===== src/iec_consts.vh =====
// Constants for the interface and enable control register bank
`ifndef IEC_CONSTS_VH
`define IEC_CONSTS_VH

// Register addresses on the special-function bus
`define IEC_ADDR_HOST_IF        8'hd4
`define IEC_ADDR_ENABLES        8'hd5
`define IEC_ADDR_CLK_GATE       8'hd6
`define IEC_ADDR_SELFTEST_STAT  8'hd7

// Reset values
`define IEC_RST_HOST_IF         8'h00
`define IEC_RST_ENABLES         8'h00
`define IEC_RST_CLK_GATE        8'h00

// Writable bit masks, upper bits read as zero
`define IEC_MASK_HOST_IF        8'h0f
`define IEC_MASK_ENABLES        8'h1f
`define IEC_MASK_CLK_GATE       8'h07

// Host interface control fields
`define IEC_HIF_SEL_LSB         0
`define IEC_HIF_SEL_MSB         1
`define IEC_HIF_XCR_BIT         2
`define IEC_HIF_DEGLITCH_BIT    3

// Interface select codes
`define IEC_SEL_SPI             2'h0
`define IEC_SEL_I2C             2'h1
`define IEC_SEL_SINGLE_WIRE     2'h2
`define IEC_SEL_SPI_ALT         2'h3

// Monitor and test enable fields
`define IEC_EN_SW_WD_BIT        0
`define IEC_EN_OSC_WD_BIT       1
`define IEC_EN_CAP_MON_BIT      2
`define IEC_EN_LOOPBACK_BIT     3
`define IEC_EN_INT_CAPS_BIT     4

// Clock gate and self-test fields
`define IEC_CG_EEPROM_BIT       0
`define IEC_CG_HOST_IF_BIT      1
`define IEC_CG_SELFTEST_BIT     2

// Self-test status fields
`define IEC_ST_DONE_BIT         0
`define IEC_ST_FAIL_BIT         1

// Timing
`define IEC_CLK_MHZ             200
`define IEC_NCS_TIME_NS         500
`define IEC_NCS_CYCLES          ((`IEC_NCS_TIME_NS * `IEC_CLK_MHZ + 999) / 1000)
`define IEC_NCS_CNT_W           8
`define IEC_DEGLITCH_SHORT_MS   1
`define IEC_DEGLITCH_LONG_MS    10
`define IEC_DEGLITCH_SHORT_CYC  (`IEC_DEGLITCH_SHORT_MS * `IEC_CLK_MHZ * 1000)
`define IEC_DEGLITCH_LONG_CYC   (`IEC_DEGLITCH_LONG_MS * `IEC_CLK_MHZ * 1000)
`define IEC_DEGLITCH_CNT_W      21

`endif


===== src/iec_ncs_filter.v =====
// Chip-select low-time detector that wakes the host interface clock
`timescale 1ns/10ps
`include "iec_consts.vh"

module iec_ncs_filter
(
	// Clock and reset
	input  wire i_ref_clk,
	input  wire i_rst,
	// Chip select, active low
	input  wire i_spi_chip_select_low_n,
	// One-cycle wake pulse
	output reg  o_wake
);

	// Trimmed on purpose: the low-time count fits the counter width
	localparam                      NCS_FULL  = `IEC_NCS_CYCLES;
	localparam [`IEC_NCS_CNT_W-1:0] NCS_LIMIT = NCS_FULL[`IEC_NCS_CNT_W-1:0];

	reg [`IEC_NCS_CNT_W-1:0] low_count;

	////////////////////////////////////////////////////////////////////////
	// Pulses once per low period, so noise shorter than the limit is ignored
	always @(posedge i_ref_clk)
	begin
		if (i_rst)
		begin
			low_count <= {`IEC_NCS_CNT_W{1'b0}};
			o_wake    <= 1'b0;
		end
		else if (i_spi_chip_select_low_n)
		begin
			low_count <= {`IEC_NCS_CNT_W{1'b0}};
			o_wake    <= 1'b0;
		end
		else if (low_count < NCS_LIMIT)
		begin
			low_count <= low_count + 1'b1;
			o_wake    <= (low_count == NCS_LIMIT - 1'b1);
		end
		else
		begin
			o_wake <= 1'b0;
		end
	end

endmodule // iec_ncs_filter


===== src/iec_ctrl.v =====
// Interface select, enable and clock gate register bank
// Contract
// - Select code picks SPI, I2C or single-wire
// - Transceiver bit routes shared pin from DAC
// - Deglitch bit selects 1ms or 10ms filter
// - Bit 0 enables software watchdog
// - Bit 1 enables oscillator watchdog
// - Bit 2 enables cap clock flag monitor
// - Loopback bit enables loopback, forces resistive mode
// - Internal capacitors bit swaps sensor capacitors
// - EEPROM clock bit gates clock and access
// - Interface clock bit gates host interfaces
// - Activation or long chip select sets clock
// - Self-test bit runs test, blocks core RAM
// - Done flag then valid fail flag
`timescale 1ns/10ps
`include "iec_consts.vh"

module iec_ctrl
#(
	parameter DEGLITCH_SHORT_CYCLES = `IEC_DEGLITCH_SHORT_CYC,
	parameter DEGLITCH_LONG_CYCLES  = `IEC_DEGLITCH_LONG_CYC
)
(
	// Clock and reset
	input  wire       i_ref_clk,
	input  wire       i_rst,
	// Special-function register bus
	input  wire [7:0] i_sfr_addr,
	input  wire       i_sfr_wr,
	input  wire [7:0] i_sfr_wdata,
	input  wire       i_sfr_rd,
	output reg  [7:0] o_sfr_rdata,
	// Wake sources
	input  wire       i_single_wire_wake,
	input  wire       i_spi_chip_select_low_n,
	// RAM self-test engine
	input  wire       i_selftest_finish,
	input  wire       i_selftest_error,
	// Host interface routing
	output reg        o_spi_active,
	output reg        o_i2c_active,
	output reg        o_single_wire_active,
	output reg        o_first_dac_to_pin,
	output reg        o_transceiver_to_pin,
	output reg        o_deglitch_long,
	output reg        o_activation_irq,
	// Monitors and test features
	output reg        o_sw_watchdog_en,
	output reg        o_osc_watchdog_en,
	output reg        o_cap_clock_monitor_en,
	output reg        o_dac_loopback_en,
	output reg        o_afe_force_resistive,
	output reg        o_int_caps_en,
	output reg        o_ext_caps_en,
	// Clock gates and self-test
	output reg        o_eeprom_clk_en,
	output reg        o_eeprom_access_en,
	output reg        o_host_if_clk_en,
	output reg        o_selftest_run,
	output reg        o_cpu_ram_access_en
);

	localparam [`IEC_DEGLITCH_CNT_W-1:0] DG_SHORT =
		DEGLITCH_SHORT_CYCLES[`IEC_DEGLITCH_CNT_W-1:0];
	localparam [`IEC_DEGLITCH_CNT_W-1:0] DG_LONG  =
		DEGLITCH_LONG_CYCLES[`IEC_DEGLITCH_CNT_W-1:0];

	reg  [7:0]                     host_interface_control;
	reg  [7:0]                     monitor_and_test_enables;
	reg  [7:0]                     clock_gate_and_selftest_enables;
	reg                            selftest_done;
	reg                            selftest_fail;
	reg  [`IEC_DEGLITCH_CNT_W-1:0] deglitch_count;
	reg                            activation_pulse;
	reg  [7:0]                     next_host_if;
	reg  [7:0]                     next_enables;
	reg  [7:0]                     next_clk_gate;
	reg                            next_done;
	reg                            next_fail;
	reg  [7:0]                     next_rdata;
	reg  [`IEC_DEGLITCH_CNT_W-1:0] deglitch_limit;
	wire                           ncs_wake;
	wire                           wr_host_if;
	wire                           wr_enables;
	wire                           wr_clk_gate;
	wire                           selftest_start;

	////////////////////////////////////////////////////////////////////////
	// Chip-select wake detector

	iec_ncs_filter u_ncs_filter
	(
		.i_ref_clk               (i_ref_clk),
		.i_rst                   (i_rst),
		.i_spi_chip_select_low_n (i_spi_chip_select_low_n),
		.o_wake                  (ncs_wake)
	);

	////////////////////////////////////////////////////////////////////////
	// Write decode

	assign wr_host_if  = i_sfr_wr && (i_sfr_addr == `IEC_ADDR_HOST_IF);
	assign wr_enables  = i_sfr_wr && (i_sfr_addr == `IEC_ADDR_ENABLES);
	assign wr_clk_gate = i_sfr_wr && (i_sfr_addr == `IEC_ADDR_CLK_GATE);

	assign selftest_start = next_clk_gate[`IEC_CG_SELFTEST_BIT] &&
		!clock_gate_and_selftest_enables[`IEC_CG_SELFTEST_BIT];

	always @*
	begin
		next_host_if  = host_interface_control;
		next_enables  = monitor_and_test_enables;
		next_clk_gate = clock_gate_and_selftest_enables;
		if (wr_host_if)
			next_host_if = i_sfr_wdata & `IEC_MASK_HOST_IF;
		if (wr_enables)
			next_enables = i_sfr_wdata & `IEC_MASK_ENABLES;
		if (wr_clk_gate)
			next_clk_gate = i_sfr_wdata & `IEC_MASK_CLK_GATE;
		// Hardware wake beats a software clear in the same cycle
		if (activation_pulse || ncs_wake)
			next_clk_gate[`IEC_CG_HOST_IF_BIT] = 1'b1;
	end

	////////////////////////////////////////////////////////////////////////
	// Self-test status: cleared on each new start, finish only counts once the self-test bit is already set

	always @*
	begin
		next_done = selftest_done;
		next_fail = selftest_fail;
		if (selftest_start)
		begin
			next_done = 1'b0;
			next_fail = 1'b0;
		end
		if (clock_gate_and_selftest_enables[`IEC_CG_SELFTEST_BIT] && i_selftest_finish)
		begin
			next_done = 1'b1;
			next_fail = i_selftest_error;
		end
	end

	////////////////////////////////////////////////////////////////////////
	// Read mux, unmapped addresses read zero

	always @*
	begin
		next_rdata = 8'h00;
		case (i_sfr_addr)
			`IEC_ADDR_HOST_IF:       next_rdata = host_interface_control;
			`IEC_ADDR_ENABLES:       next_rdata = monitor_and_test_enables;
			`IEC_ADDR_CLK_GATE:      next_rdata = clock_gate_and_selftest_enables;
			`IEC_ADDR_SELFTEST_STAT:
			begin
				next_rdata[`IEC_ST_DONE_BIT] = selftest_done;
				next_rdata[`IEC_ST_FAIL_BIT] = selftest_fail;
			end
			default:                 next_rdata = 8'h00;
		endcase
	end

	////////////////////////////////////////////////////////////////////////
	// Activation deglitch filter on the single-wire pin

	always @*
	begin
		if (host_interface_control[`IEC_HIF_DEGLITCH_BIT])
			deglitch_limit = DG_LONG;
		else
			deglitch_limit = DG_SHORT;
	end

	// Counter saturates so one long level gives a single activation
	always @(posedge i_ref_clk)
	begin
		if (i_rst)
		begin
			deglitch_count   <= {`IEC_DEGLITCH_CNT_W{1'b0}};
			activation_pulse <= 1'b0;
		end
		else if (!i_single_wire_wake)
		begin
			deglitch_count   <= {`IEC_DEGLITCH_CNT_W{1'b0}};
			activation_pulse <= 1'b0;
		end
		else if (deglitch_count < deglitch_limit)
		begin
			deglitch_count   <= deglitch_count + 1'b1;
			activation_pulse <= (deglitch_count == deglitch_limit - 1'b1);
		end
		else
		begin
			activation_pulse <= 1'b0;
		end
	end

	////////////////////////////////////////////////////////////////////////
	// Registers and decoded outputs, outputs follow the stored value at once

	always @(posedge i_ref_clk)
	begin
		if (i_rst)
		begin
			host_interface_control          <= `IEC_RST_HOST_IF;
			monitor_and_test_enables        <= `IEC_RST_ENABLES;
			clock_gate_and_selftest_enables <= `IEC_RST_CLK_GATE;
			selftest_done                   <= 1'b0;
			selftest_fail                   <= 1'b0;
			o_sfr_rdata                     <= 8'h00;
			o_spi_active                    <= 1'b1;
			o_i2c_active                    <= 1'b0;
			o_single_wire_active            <= 1'b0;
			o_first_dac_to_pin              <= 1'b1;
			o_transceiver_to_pin            <= 1'b0;
			o_deglitch_long                 <= 1'b0;
			o_activation_irq                <= 1'b0;
			o_sw_watchdog_en                <= 1'b0;
			o_osc_watchdog_en               <= 1'b0;
			o_cap_clock_monitor_en          <= 1'b0;
			o_dac_loopback_en               <= 1'b0;
			o_afe_force_resistive           <= 1'b0;
			o_int_caps_en                   <= 1'b0;
			o_ext_caps_en                   <= 1'b1;
			o_eeprom_clk_en                 <= 1'b0;
			o_eeprom_access_en              <= 1'b0;
			o_host_if_clk_en                <= 1'b0;
			o_selftest_run                  <= 1'b0;
			o_cpu_ram_access_en             <= 1'b1;
		end
		else
		begin
			host_interface_control          <= next_host_if;
			monitor_and_test_enables        <= next_enables;
			clock_gate_and_selftest_enables <= next_clk_gate;
			selftest_done                   <= next_done;
			selftest_fail                   <= next_fail;
			if (i_sfr_rd)
				o_sfr_rdata <= next_rdata;
			o_activation_irq <= activation_pulse;
			case (next_host_if[`IEC_HIF_SEL_MSB:`IEC_HIF_SEL_LSB])
				`IEC_SEL_I2C:
				begin
					o_spi_active         <= 1'b0;
					o_i2c_active         <= 1'b1;
					o_single_wire_active <= 1'b0;
				end
				`IEC_SEL_SINGLE_WIRE:
				begin
					o_spi_active         <= 1'b0;
					o_i2c_active         <= 1'b0;
					o_single_wire_active <= 1'b1;
				end
				default:
				begin
					o_spi_active         <= 1'b1;
					o_i2c_active         <= 1'b0;
					o_single_wire_active <= 1'b0;
				end
			endcase
			o_transceiver_to_pin   <= next_host_if[`IEC_HIF_XCR_BIT];
			o_first_dac_to_pin     <= !next_host_if[`IEC_HIF_XCR_BIT];
			o_deglitch_long        <= next_host_if[`IEC_HIF_DEGLITCH_BIT];
			o_sw_watchdog_en       <= next_enables[`IEC_EN_SW_WD_BIT];
			o_osc_watchdog_en      <= next_enables[`IEC_EN_OSC_WD_BIT];
			o_cap_clock_monitor_en <= next_enables[`IEC_EN_CAP_MON_BIT];
			o_dac_loopback_en      <= next_enables[`IEC_EN_LOOPBACK_BIT];
			o_afe_force_resistive  <= next_enables[`IEC_EN_LOOPBACK_BIT];
			o_int_caps_en          <= next_enables[`IEC_EN_INT_CAPS_BIT];
			o_ext_caps_en          <= !next_enables[`IEC_EN_INT_CAPS_BIT];
			o_eeprom_clk_en        <= next_clk_gate[`IEC_CG_EEPROM_BIT];
			o_eeprom_access_en     <= next_clk_gate[`IEC_CG_EEPROM_BIT];
			o_host_if_clk_en       <= next_clk_gate[`IEC_CG_HOST_IF_BIT];
			o_selftest_run         <= next_clk_gate[`IEC_CG_SELFTEST_BIT];
			o_cpu_ram_access_en    <= !next_clk_gate[`IEC_CG_SELFTEST_BIT];
		end
	end

endmodule // iec_ctrl


===== config.mk =====
export PLATFORM = sky130hd
export DESIGN_NAME = iec_ctrl
export DESIGN_NICKNAME = d
export VERILOG_FILES = /design/src/iec_ncs_filter.v /design/src/iec_ctrl.v
export VERILOG_INCLUDE_DIRS = /design/src
export SDC_FILE = /design/constraint.sdc
export NUM_CORES = 1
export LEC_CHECK = 0
export BUFFER_PORTS_ARGS = -buffer_cell sky130_fd_sc_hd__buf_2
export CAP_MARGIN = 10
export CELL_PAD_IN_SITES_DETAIL_PLACEMENT = 1
export CELL_PAD_IN_SITES_GLOBAL_PLACEMENT = 1
export CORE_MARGIN = 2
export CORE_UTILIZATION = 38
export DETAILED_ROUTE_END_ITERATION = 6
export PLACE_DENSITY = 0.8
export SYNTH_ARGS = -nofsm -noshare
export SYNTH_HDL_FRONTEND = slang
export SYNTH_SLANG_ARGS = --single-unit

===== constraint.sdc =====
create_clock -name i_ref_clk -period 2.2 [get_ports i_ref_clk]
set_input_delay 0.11 -clock i_ref_clk [delete_from_list [all_inputs] [get_ports i_ref_clk]]
set_output_delay 0.11 -clock i_ref_clk [all_outputs]
set_load 0.005 [all_outputs]

==> results.py, run 1 <==
metrics = {
    "floorplan": {
        "std_cell_rows": 32,
        "initial_utilization": 0.3896,
        "core_um2": 7687,
        "boundaryPins": 51,
        "chipHeight_um": 92.79,
        "die_width_um": 92.79,
        "die-area_um2": 8609,
    },
    "placement": {
        "numPlacedInstances": 480,
        "hpwl_um": 5822,
        "placement.io_buffers": 44,
        "gp_congestion": 0.7936,
    },
    "synthesis": {
        "synthDistinctLibCells": 61,
        "postSynth.asyncResetShare": 0,
        "netlist_instances": 320,
        "mappedNetlistArea_um2": 2995,
        "mean_instance_size_in_the_synthesized_netlist_um2": 9.361,
        "area_share_of_fa_ha_maj_cells_after_synthesis": 0.05430,
        "postSynthRegisterBits": 57,
        "synth_enable_flop_cells": 0,
        "synthXorXnorAreaFrac": 0.01462,
        "synth-compound-area-share": 0.1449,
        "synth-main-ff-cell": "sky130_fd_sc_hd__dfxtp_1",
        "synth.mux.area_fraction": 0.07477,
        "synth_simple_gate_area_frac": 0.2690,
        "synth_seq_area_share": 0.3810,
        "synth_warnings": 0,
        "largest_family_of_logic_cells_by_synthesized_area": "simple AND/OR/NAND/NOR gates",
    },
    "setup_path": {
        "worst-path-max-fanout": 10,
        "critical_path_end_type": "register",
        "crit_required_ns": 2.49,
        "timing_worst_setup_path_type": "register to register",
        "worstPathArrival_ns": 2.71,
        "start_kind": "register",
    },
    "clocking": {
        "clk_pin_slew_ns": 0.08,
        "cts_buffer_depth": 2,
        "clock_insertion_delay_worst_skew_ns": 0.36,
        "number_of_buffers_added_by_the_clock_tree_synthesis_step": 9,
        "cts.root.buffer_cell": "sky130_fd_sc_hd__clkbuf_8",
        "htree_num_levels": 3,
        "clock_tree_from_tritoncts": "yes",
        "clkSinkCount": 57,
    },
    "timing": {
        "rsz0062_at_grt": "yes",
        "finClkSkew_ns": 0.01216,
        "clock.fmax_mhz": 413.3,
        "slew-limit-headroom": 0.6496,
        "final-hold-violation-count": 0,
        "worst_slew_pin_slew_ns": 0.5249,
        "timing.final.max_slew_violations": 0,
        "final_min_period_over_clock_period": 1.100,
        "timing.final.setup_violations": 22,
        "final.min_clock_period_ns": 2.420,
        "finalHoldWorstSlack_ns": 0.03025,
        "fin_ws_ns": -0.2196,
    },
    "global_route": {
        "grt_max_degree": 29,
        "number_of_global_route_vias_before_repair": 3134,
        "gr-usage-all-layers": 0.2587,
        "grt_pass1_wl_um": 16910,
        "global_route.overflow_total": 0,
        "number_of_antenna_violations_at_the_first_check_in_global_routing": 0,
    },
    "power_and_ir_drop": {
        "seq_power_share": 0.475,
        "power.switching_fraction": 0.2434,
        "share_of_total_power_in_the_clock_network": 0.484,
        "switching_power_uw": 531.9,
        "p_leak_nw": 1.660,
        "power.combinational.fraction": 0.041,
        "powerDensity_nw_per_um2": 519.9,
        "worst_ir_drop_vdd_mv": 0.3426,
        "internal_power_mw": 1.654,
    },
    "route": {
        "postRouteWirelength_um": 11730,
        "postRouteAntennaNets": 0,
        "detailroute.via_count": 2978,
        "drt_iter0_markers": 214,
        "wl_met3_um": 727,
        "detail_route.vias_per_cell": 5.862,
        "routedLengthMet1_um": 4474,
        "drtPass1Iterations": 4,
        "top_layer_used": "met4",
        "drt_drc_violations_left": 0,
        "avgRoutedWirePerCell_um": 23.09,
        "detailroute.wirelength.met2_um": 6168,
    },
    "run_status": {
        "status": "finished with violations",
        "violations": "negative setup slack",
    },
    "final_layout": {
        "num_antenna_cells": 0,
        "fraction_of_layout_cells_with_a_size_suffix_above_1": 0.4483,
        "area_growth_syn_to_layout_pct": 40.35,
        "num-nets-final": 438,
        "num-fill-cells": 856,
        "finalNonFillerCells": 508,
    },
    "job": {
        "drv.max_cap_violation_count": 0,
    },
    "hold_path": {
        "timing.hold.worst.class": "input pin to register",
    },
}
## layer usage
| metal | track usage | up-vias |
|---|---|---|
| li1 | - | 1314 |
| met1 | 0.2858 | 1489 |
| met2 | 0.4517 | 144 |
| met3 | 0.06265 | 31 |
| met4 | 0.1434 | 0 |
| met5 | 0.01282 | - |
## state kept, by name, summed over array words and instances (netlist names), 2 cells and up
register	cells
host_interface_control	3
u_ncs_filter.low_count	8
o_sfr_rdata	5
clock_gate_and_selftest_enables	2
deglitch_count	21
monitor_and_test_enables	4
## critical path, stage by stage (launching register included)
cell	delay (ns)
sky130_fd_sc_hd__dfxtp_4	0.37
sky130_fd_sc_hd__buf_8	0.14
sky130_fd_sc_hd__ha_4	0.30
sky130_fd_sc_hd__nand2_2	0.05
sky130_fd_sc_hd__or4_4	0.50
sky130_fd_sc_hd__buf_4	0.16
sky130_fd_sc_hd__a221o_2	0.43
sky130_fd_sc_hd__a31oi_1	0.24
sky130_fd_sc_hd__a41o_1	0.15
## power groups by stage
stage | Sequential [mW] | Combinational (mW) | Clock, mW
6_report | 1.04 | 0.0891 | 1.06
5_1_grt | 1.04 | 0.0960 | 1.11
4_1_cts | 1.04 | 0.0849 | 1.05
3_5_place_dp | 1.06 | 0.0821 | 0
3_3_place_gp | 1.06 | 0.0789 | 0
2_1_floorplan | 1.06 | 0.0513 | 0
## metrics by stage
| stage | setup slack [ns] | total power, mW | setup TNS (ns) | area (µm²) | utilization |
|---|---|---|---|---|---|
| 2_1_floorplan | 0.01776 | 1.112 | 0 | 3010 | - |
| 3_3_place_gp | -0.05098 | 1.140 | -0.1601 | 3480 | 0.4526 |
| 3_5_place_dp | -0.1314 | 1.143 | -1.129 | 3480 | 0.4526 |
| 4_1_cts | -0.08476 | 2.169 | -0.7243 | 4055 | 0.5275 |
| 5_1_grt | -0.2509 | 2.245 | -3.429 | 4204 | 0.5469 |
| 6_report | -0.2196 | 2.186 | -2.287 | 4204 | 0.5469 |
## cell usage in the layout, fill, tap and decap left out, types with 5 or more instances in the layout
master,n
sky130_fd_sc_hd__dfxtp_1,56
sky130_fd_sc_hd__nand2_1,27
sky130_fd_sc_hd__a21oi_2,13
sky130_fd_sc_hd__a21oi_1,7
sky130_fd_sc_hd__nand3_1,10
sky130_fd_sc_hd__buf_2,44
sky130_fd_sc_hd__or4_4,10
sky130_fd_sc_hd__a31oi_1,6
sky130_fd_sc_hd__o31ai_2,5
sky130_fd_sc_hd__buf_6,10
sky130_fd_sc_hd__nor2_1,27
sky130_fd_sc_hd__clkbuf_8,11
sky130_fd_sc_hd__ha_4,8
sky130_fd_sc_hd__buf_4,29
sky130_fd_sc_hd__and3_1,5
sky130_fd_sc_hd__nand4_1,9
sky130_fd_sc_hd__nor2b_1,5
sky130_fd_sc_hd__inv_1,8
sky130_fd_sc_hd__nand2b_1,8
sky130_fd_sc_hd__mux2i_1,19
## cells in the mapped netlist (8+ instances only)
library cell / count / area [µm²]
sky130_fd_sc_hd__mux2i_1: 19 / 190.2
sky130_fd_sc_hd__clkbuf_1: 11 / 41.29
sky130_fd_sc_hd__nand2b_1: 8 / 50.05
sky130_fd_sc_hd__nor2_1: 28 / 105.1
sky130_fd_sc_hd__ha_1: 13 / 162.7
sky130_fd_sc_hd__a21oi_2: 10 / 87.58
sky130_fd_sc_hd__or4_2: 9 / 78.83
sky130_fd_sc_hd__nand4_1: 9 / 56.30
sky130_fd_sc_hd__nand2_1: 28 / 105.1
sky130_fd_sc_hd__a21oi_1: 11 / 55.05
sky130_fd_sc_hd__dfxtp_1: 57 / 1141
sky130_fd_sc_hd__inv_1: 9 / 33.78
sky130_fd_sc_hd__nand3_1: 12 / 60.06
## worst paths after layout
check,start,to,slack (ns),cells after the start
min,i_sfr_wdata[0],monitor_and_test_enables[0]$_SDFFE_PP0P_,0.03,3
min reg2reg,o_sfr_rdata[2]$_SDFFE_PP0P_,o_sfr_rdata[2]$_SDFFE_PP0P_,0.47,2
max,o_deglitch_long$_SDFFE_PP0N_,deglitch_count[17]$_SDFFE_PP0N_,-0.22,8
max reg2reg,o_deglitch_long$_SDFFE_PP0N_,deglitch_count[17]$_SDFFE_PP0N_,-0.22,8
## cell families after synthesis
logic type	Yosys count
and+or+nand+nor	137
xor gates and xnor gates	5
other	1
buffers and inverters	31
muxes	21
AOI/OAI and AO/OA	55
adders and majority gates	13
DFF	57
## final cells by class
cell class / count / area, µm² / area share
well taps: 102 / 127.6 / 0.03036
inverters: 9 / 46.29 / 0.01101
repair buffers: 90 / 703.2 / 0.1673
flip-flops and latches: 57 / 1145 / 0.2723
clock buffers: 12 / 155.1 / 0.03690
multi-input cells: 234 / 1976 / 0.4699
clock inverters: 4 / 51.30 / 0.01220
## what timing repair did
item / in CTS / in global routing
gates cloned: 3 / 0
setup endpoints to repair: 19 / 22
setup buffers: 7 / 6
gates resized for setup: 46 / 24
hold buffers: 0 / 0
hold endpoints to repair: 0 / 0
pin swaps: 19 / 26
No activity file was read; power rests on OpenSTA's default activity.
==> inputs of run 2 (changes only) <==
--- a/config.mk
+++ b/config.mk
@@ -6,12 +6,13 @@
 export SDC_FILE = /design/constraint.sdc
 export NUM_CORES = 1
 export LEC_CHECK = 0
+export ABC_AREA = 1
 export BUFFER_PORTS_ARGS = -buffer_cell sky130_fd_sc_hd__buf_2
 export CAP_MARGIN = 10
 export CELL_PAD_IN_SITES_DETAIL_PLACEMENT = 1
 export CELL_PAD_IN_SITES_GLOBAL_PLACEMENT = 1
 export CORE_MARGIN = 2
-export CORE_UTILIZATION = 38
+export CORE_UTILIZATION = 36
 export DETAILED_ROUTE_END_ITERATION = 6
 export PLACE_DENSITY = 0.8
 export SYNTH_ARGS = -nofsm -noshare
==> results.py, run 2 <==
metrics = {
    "run_status": {
        "status": "finished, final reports clean",
    },
    "timing": {
        "final_min_period_over_clock_period": 0.9084,
        "timing.final.max_slew_violations": 0,
        "rsz0062_at_grt": "no",
        "timing.setup.tns_ns": 0,
        "final.min_clock_period_ns": 1.998,
        "fin_ws_ns": 0.2016,
        "final-hold-violation-count": 0,
        "finClkSkew_ns": 0.007768,
        "clock.fmax_mhz": 500.4,
        "timing.final.setup_violations": 0,
    },
    "clocking": {
        "postCtsResizedCells": 0,
        "postCtsSetupBuffers": 0,
        "clock_tree_from_tritoncts": "yes",
        "cts_hold_buffers": 0,
        "clock_insertion_delay_worst_skew_ns": 0.35,
        "clkSinkCount": 57,
        "cts_buffer_depth": 2,
        "cts.root.buffer_cell": "sky130_fd_sc_hd__clkbuf_8",
        "number_of_buffers_added_by_the_clock_tree_synthesis_step": 9,
        "clk_pin_slew_ns": 0.08,
        "htree_num_levels": 3,
    },
    "setup_path": {
        "crit_start": "o_deglitch_long$_SDFFE_PP0N_",
        "critical_path_end_type": "register",
        "critical_path.reg2reg.startpoint": "o_deglitch_long$_SDFFE_PP0N_",
        "crit_required_ns": 2.48,
        "worstPathArrival_ns": 2.28,
        "start_kind": "register",
        "crit_family": "simple AND/OR/NAND/NOR gates",
        "worst-path-max-fanout": 21,
        "critical_path.endpoint": "deglitch_count[16]$_SDFFE_PP0N_",
        "critical_path_buf_inv_count": 1,
        "path_cells": "inv_1 -> ha_1 -> nand4_1 -> nor2_2 -> nand2_4 -> nand2_4 -> nand2_1 -> a21oi_2",
        "reg2reg_slack_ns": 0.20,
        "critical_path_cell_count": 8,
        "r2r.worst_path.cells": 8,
        "crit_path_top_delay_cell": "sky130_fd_sc_hd__ha_1",
        "timing_worst_setup_path_type": "register to register",
        "critical-path-max-stage-delay_ns": 0.37,
        "r2r_end": "deglitch_count[16]$_SDFFE_PP0N_",
        "crit_top_cell": "sky130_fd_sc_hd__nand2_4",
    },
    "synthesis": {
        "ys_top_cells_by_count": "sky130_fd_sc_hd__nand2_1 (124), sky130_fd_sc_hd__dfxtp_1 (57), sky130_fd_sc_hd__nor2_1 (44)",
        "postSynth.asyncResetShare": 0,
        "synth-compound-area-share": 0.09686,
        "yosysMostFrequentCell": "sky130_fd_sc_hd__nand2_1",
        "area_share_of_fa_ha_maj_cells_after_synthesis": 0.05037,
        "synth_simple_gate_area_frac": 0.3828,
        "synthXorXnorAreaFrac": 0.02712,
        "mean_instance_size_in_the_synthesized_netlist_um2": 6.960,
        "synth-main-ff-cell": "sky130_fd_sc_hd__dfxtp_1",
        "synth_enable_flop_cells": 0,
        "mappedNetlistArea_um2": 3229,
        "ys_top_cells_by_area": "sky130_fd_sc_hd__dfxtp_1 (35%), sky130_fd_sc_hd__nand2_1 (14%), sky130_fd_sc_hd__nand3_1 (6.5%)",
        "synthDistinctLibCells": 35,
        "postSynthRegisterBits": 57,
        "largest_family_of_logic_cells_by_synthesized_area": "simple AND/OR/NAND/NOR gates",
        "synth_seq_area_share": 0.3534,
        "netlist_instances": 464,
        "synth_warnings": 0,
        "synth_top_cell_area_share": 0.3534,
        "synth.mux.area_fraction": 0,
        "synth_top_area_cell": "sky130_fd_sc_hd__dfxtp_1",
    },
    "floorplan": {
        "chipHeight_um": 98.71,
        "std_cell_rows": 34,
        "core_um2": 8721,
        "die-area_um2": 9744,
        "die_width_um": 98.71,
        "initial_utilization": 0.3703,
        "boundaryPins": 51,
    },
    "final_layout": {
        "num-nets-final": 549,
        "regMostFlops": "deglitch_count",
        "layout_common_cells": "sky130_fd_sc_hd__nand2_1 (124), sky130_fd_sc_hd__dfxtp_1 (57), sky130_fd_sc_hd__nor2_1 (44), sky130_fd_sc_hd__buf_2 (44)",
        "area_occupied_by_multi_input_gates_um2": 1810,
        "num-fill-cells": 1163,
        "num_antenna_cells": 0,
        "layout_top_registers": "deglitch_count x21, u_ncs_filter.low_count x8, o_sfr_rdata x5",
        "area_growth_syn_to_layout_pct": 15.30,
        "final_common_cell": "sky130_fd_sc_hd__nand2_1",
        "layout.area.seq_um2": 1141,
        "fraction_of_layout_cells_with_a_size_suffix_above_1": 0.2108,
        "max_reg_flops": 21,
    },
    "route": {
        "detail_route.vias_per_cell": 5.075,
        "drt_drc_violations_left": 0,
        "postRouteWirelength_um": 8831,
        "detailroute.via_count": 3172,
        "drt_iter0_markers": 88,
        "avgRoutedWirePerCell_um": 14.13,
        "drtPass1Iterations": 4,
        "postRouteAntennaNets": 0,
    },
    "global_route": {
        "grt_pass1_wl_um": 15130,
        "number_of_antenna_violations_at_the_first_check_in_global_routing": 0,
        "grt_max_degree": 22,
        "number_of_global_route_vias_before_repair": 3272,
        "global_route.overflow_total": 0,
        "gr-usage-all-layers": 0.1905,
    },
    "placement": {
        "placement.io_buffers": 44,
        "gp_congestion": 0.8534,
        "placement.setup.worst_slack_ns": 0.2380,
        "hpwl_um": 6594,
    },
    "power_and_ir_drop": {
        "worst_ir_drop_vdd_mv": 0.2169,
        "powerDensity_nw_per_um2": 553.1,
        "p_leak_nw": 1.572,
    },
    "hold_path": {
        "timing.hold.worst.class": "input pin to register",
    },
    "job": {
        "drv.max_cap_violation_count": 0,
    },
}
-- run 2: cell count changes in the layout (fill, tap and decap cells not counted), moves of 17 or more --
cell | previous run | this run
sky130_fd_sc_hd__mux2i_1 | 19 | 0
sky130_fd_sc_hd__nor2_1 | 27 | 44
sky130_fd_sc_hd__inv_1 | 8 | 42
sky130_fd_sc_hd__buf_4 | 29 | 7
sky130_fd_sc_hd__a21oi_1 | 7 | 31
sky130_fd_sc_hd__nand3_1 | 10 | 42
sky130_fd_sc_hd__nand2_1 | 27 | 124
-- run 2: stage by stage --
stage / power (mW) / hold slack (ns) / utilization / instances / cell area (µm²)
after global routing: 2.146 / 0.04688 / 0.4270 / 625 / 3724
after global placement: 1.148 / 0.3834 / 0.4059 / 609 / 3540
after floorplan: 1.111 / 0.2039 / - / 466 / 3237
after CTS: 2.079 / 0.03750 / 0.4270 / 625 / 3724
final: 2.059 / 0.04075 / 0.4270 / 625 / 3724
after detailed placement: 1.152 / 0.4067 / 0.4059 / 609 / 3540
-- run 2: area by class of cell --
| type | instances | area share |
|---|---|---|
| Inverter | 48 | 0.04839 |
| Sequential cell | 57 | 0.3065 |
| Timing Repair Buffer | 51 | 0.07325 |
| Clock inverter | 7 | 0.01613 |
| Clock buffer | 9 | 0.03327 |
| Tap cell | 108 | 0.03629 |
| Multi-Input combinational cell | 345 | 0.4862 |
-- run 2: worst min-delay path by stage --
stage | end | start | slack [ns] | cells past startpoint
global route | clock_gate_and_selftest_enables[0]$_SDFFE_PP0P_ | i_sfr_wdata[0] | 0.05 | 3
detailed placement | clock_gate_and_selftest_enables[0]$_SDFFE_PP0P_ | i_sfr_wdata[0] | 0.41 | 3
CTS | u_ncs_filter.low_count[5]$_SDFFE_PP0N_ | i_spi_chip_select_low_n | 0.04 | 4
finish | o_sfr_rdata[4]$_SDFFE_PP0P_ | i_sfr_rd | 0.04 | 2
global placement | o_sfr_rdata[4]$_SDFFE_PP0P_ | i_sfr_rd | 0.38 | 2
floorplan | o_sfr_rdata[4]$_SDFFE_PP0P_ | i_sfr_rd | 0.20 | 1
-- run 2: cell families after synthesis --
kind of cell | count (synthesis)
xor gates and xnor gates | 10
and+or+nand+nor | 263
buffers and inverters | 64
DFF | 57
AOI/OAI and AO/OA | 56
adders and majority gates | 13
other | 1
-- run 2: routing by layer --
| metal | vias up | part of all wire | track usage |
|---|---|---|---|
| met4 | 0 | 0.015 | 0.06639 |
| li1 | 1585 | - | - |
| met2 | 47 | 0.49 | 0.3365 |
| met1 | 1527 | 0.46 | 0.2368 |
| met5 | - | 0 | 0 |
| met3 | 13 | 0.029 | 0.02766 |
-- run 2: power by group --
part | total, mW | internal, mW | switching (mW)
Combinational | 0.0888 | 0.0294 | 0.0594
Sequential | 1.04 | 1.04 | 0.00372
Clock | 0.931 | 0.427 | 0.504
Total | 2.06 | 1.49 | 0.567
==> inputs of run 3 (changes only) <==
--- a/config.mk
+++ b/config.mk
@@ -7,14 +7,14 @@
 export NUM_CORES = 1
 export LEC_CHECK = 0
 export ABC_AREA = 1
-export BUFFER_PORTS_ARGS = -buffer_cell sky130_fd_sc_hd__buf_2
 export CAP_MARGIN = 10
 export CELL_PAD_IN_SITES_DETAIL_PLACEMENT = 1
 export CELL_PAD_IN_SITES_GLOBAL_PLACEMENT = 1
 export CORE_MARGIN = 2
-export CORE_UTILIZATION = 36
+export CORE_UTILIZATION = 41
 export DETAILED_ROUTE_END_ITERATION = 6
-export PLACE_DENSITY = 0.8
+export DONT_BUFFER_PORTS = 1
+export PLACE_DENSITY = 0.81
 export SYNTH_ARGS = -nofsm -noshare
 export SYNTH_HDL_FRONTEND = slang
 export SYNTH_SLANG_ARGS = --single-unit
==> results.py, run 3 (synthesis gave the netlist of run 2 again) <==
metrics = {
    "power_and_ir_drop": {
        "worst_ir_drop_vdd_mv": 0.2294,
        "powerDensity_nw_per_um2": 619.8,
        "p_leak_nw": 1.432,
    },
    "clocking": {
        "htree_num_levels": 3,
        "cts_buffer_depth": 2,
        "number_of_buffers_added_by_the_clock_tree_synthesis_step": 9,
        "clkSinkCount": 57,
        "clock_tree_from_tritoncts": "yes",
        "clock_insertion_delay_worst_skew_ns": 0.35,
        "cts.root.buffer_cell": "sky130_fd_sc_hd__clkbuf_8",
        "clk_pin_slew_ns": 0.08,
        "postCtsSetupBuffers": 0,
    },
    "timing": {
        "timing.setup.tns_ns": 0,
        "worst_slew_pin_slew_ns": 0.6794,
        "timing.final.max_slew_violations": 0,
        "clock.fmax_mhz": 511.7,
        "final_min_period_over_clock_period": 0.8883,
        "rsz0062_at_grt": "no",
        "final.min_clock_period_ns": 1.954,
        "final-hold-violation-count": 1,
        "timing.final.setup_violations": 0,
        "finalHoldWorstSlack_ns": -0.004643,
        "slew-limit-headroom": 0.5456,
        "finClkSkew_ns": 0.01165,
    },
    "global_route": {
        "grt_max_degree": 22,
        "number_of_global_route_vias_before_repair": 3163,
        "grt_pass1_wl_um": 15350,
        "number_of_antenna_violations_at_the_first_check_in_global_routing": 0,
        "gr-usage-all-layers": 0.2273,
        "global_route.overflow_total": 0,
    },
    "placement": {
        "hpwl_um": 6436,
        "placement.io_buffers": 0,
        "gp_congestion": 0.8288,
    },
    "final_layout": {
        "max_reg_flops": 21,
        "layout.area.seq_um2": 1141,
        "num_antenna_cells": 0,
        "final_common_cell": "sky130_fd_sc_hd__nand2_1",
        "post-route-util": 0.4767,
        "num-fill-cells": 1007,
        "area_growth_syn_to_layout_pct": 13.48,
        "num-nets-final": 516,
        "fraction_of_layout_cells_with_a_size_suffix_above_1": 0.1302,
        "area_occupied_by_multi_input_gates_um2": 1819,
        "regMostFlops": "deglitch_count",
        "layout_common_cells": "sky130_fd_sc_hd__nand2_1 (124), sky130_fd_sc_hd__dfxtp_1 (57), sky130_fd_sc_hd__nor2_1 (44)",
        "layout_top_registers": "deglitch_count x21, u_ncs_filter.low_count x8, o_sfr_rdata x5",
    },
    "setup_path": {
        "path_cells": "inv_1 -> ha_1 -> nand4_1 -> nor2_2 -> nand2_4 -> nand2_8 -> nand2_1 -> a21oi_1",
        "crit_path_top_delay_cell": "sky130_fd_sc_hd__ha_1",
        "critical_path_end_type": "register",
        "start_kind": "register",
        "crit_required_ns": 2.47,
        "critical-path-max-stage-delay_ns": 0.35,
        "worstPathArrival_ns": 2.23,
        "timing_worst_setup_path_type": "register to register",
        "worst-path-max-fanout": 21,
    },
    "floorplan": {
        "die_width_um": 92.75,
        "initial_utilization": 0.4201,
        "core_um2": 7687,
        "boundaryPins": 51,
        "die-area_um2": 8603,
        "chipHeight_um": 92.75,
        "std_cell_rows": 32,
    },
    "route": {
        "detailroute.via_count": 3082,
        "drtPass1Iterations": 4,
        "detail_route.vias_per_cell": 5.259,
        "drt_iter0_markers": 104,
        "avgRoutedWirePerCell_um": 15.70,
        "drt_drc_violations_left": 0,
        "postRouteAntennaNets": 0,
        "postRouteWirelength_um": 9198,
    },
    "run_status": {
        "violations": "negative hold slack",
        "status": "finished with violations",
    },
    "job": {
        "drv.max_cap_violation_count": 0,
    },
    "hold_path": {
        "timing.hold.worst.class": "input pin to register",
    },
}
run 3: stage by stage:
stage	instances	setup slack [ns]	total power, mW	instance area [µm²]
after global placement	557	0.2905	1.114	3297
after floorplan	466	0.4535	1.111	3237
after detailed placement	557	0.1907	1.117	3297
after global routing	586	0.04295	2.346	3665
final	586	0.2458	2.271	3665
after CTS	586	0.1416	2.282	3656
run 3: layer usage:
layer,vias up,share of wire,track usage
met5,-,0,0
met4,0,0.012,0.06863
met3,11,0.030,0.04231
met2,52,0.49,0.3875
met1,1501,0.47,0.2920
li1,1518,-,-
run 3: final timing paths:
| check | startpoint | end | slack, ns | depth (start not counted) |
|---|---|---|---|---|
| worst max-delay path | o_deglitch_long$_SDFFE_PP0N_ | deglitch_count[6]$_SDFFE_PP0N_ | 0.25 | 8 |
| worst min-delay path | i_sfr_wdata[2] | selftest_done$_SDFFE_PP0P_ | -0.005 | 3 |
| worst max register to register | o_deglitch_long$_SDFFE_PP0N_ | deglitch_count[6]$_SDFFE_PP0N_ | 0.25 | 8 |
| worst min register to register | activation_pulse$_SDFF_PP0_ | o_activation_irq$_SDFF_PP0_ | 0.45 | 2 |
run 3: worst max-delay path, delay by kind of cell (launching register included):
| kind | cells | cell delay, ns |
|---|---|---|
| AOI/OAI and AO/OA | 1 | 0.15 |
| adders and majority gates | 1 | 0.35 |
| buffers and inverters | 1 | 0.14 |
| DFF | 1 | 0.34 |
| and+or+nand+nor | 5 | 0.89 |
run 3: timing repair:
action                                 4_1_cts  5_1_grt
setup endpoints to repair                    0        9
endpoints found under the hold margin       25        0
hold buffers                                13        0
gates resized for setup                      0        1
run 3: report_power, final:
group / total [mW] / internal, mW / leakage [nW] / switching [mW]
sequential: 1.04 / 1.04 / 0.460 / 0.00630
clock: 1.16 / 0.670 / 0.105 / 0.486
combinational: 0.0725 / 0.0247 / 0.868 / 0.0477
run 3: area by class of cell:
| class | count | area share |
|---|---|---|
| tap | 102 | 0.03482 |
| multi-input combinational | 345 | 0.4964 |
| clock inverter | 6 | 0.02492 |
| clock buffer | 10 | 0.03756 |
| inverter | 48 | 0.04916 |
| sequential | 57 | 0.3114 |
| timing repair buffer | 18 | 0.04575 |
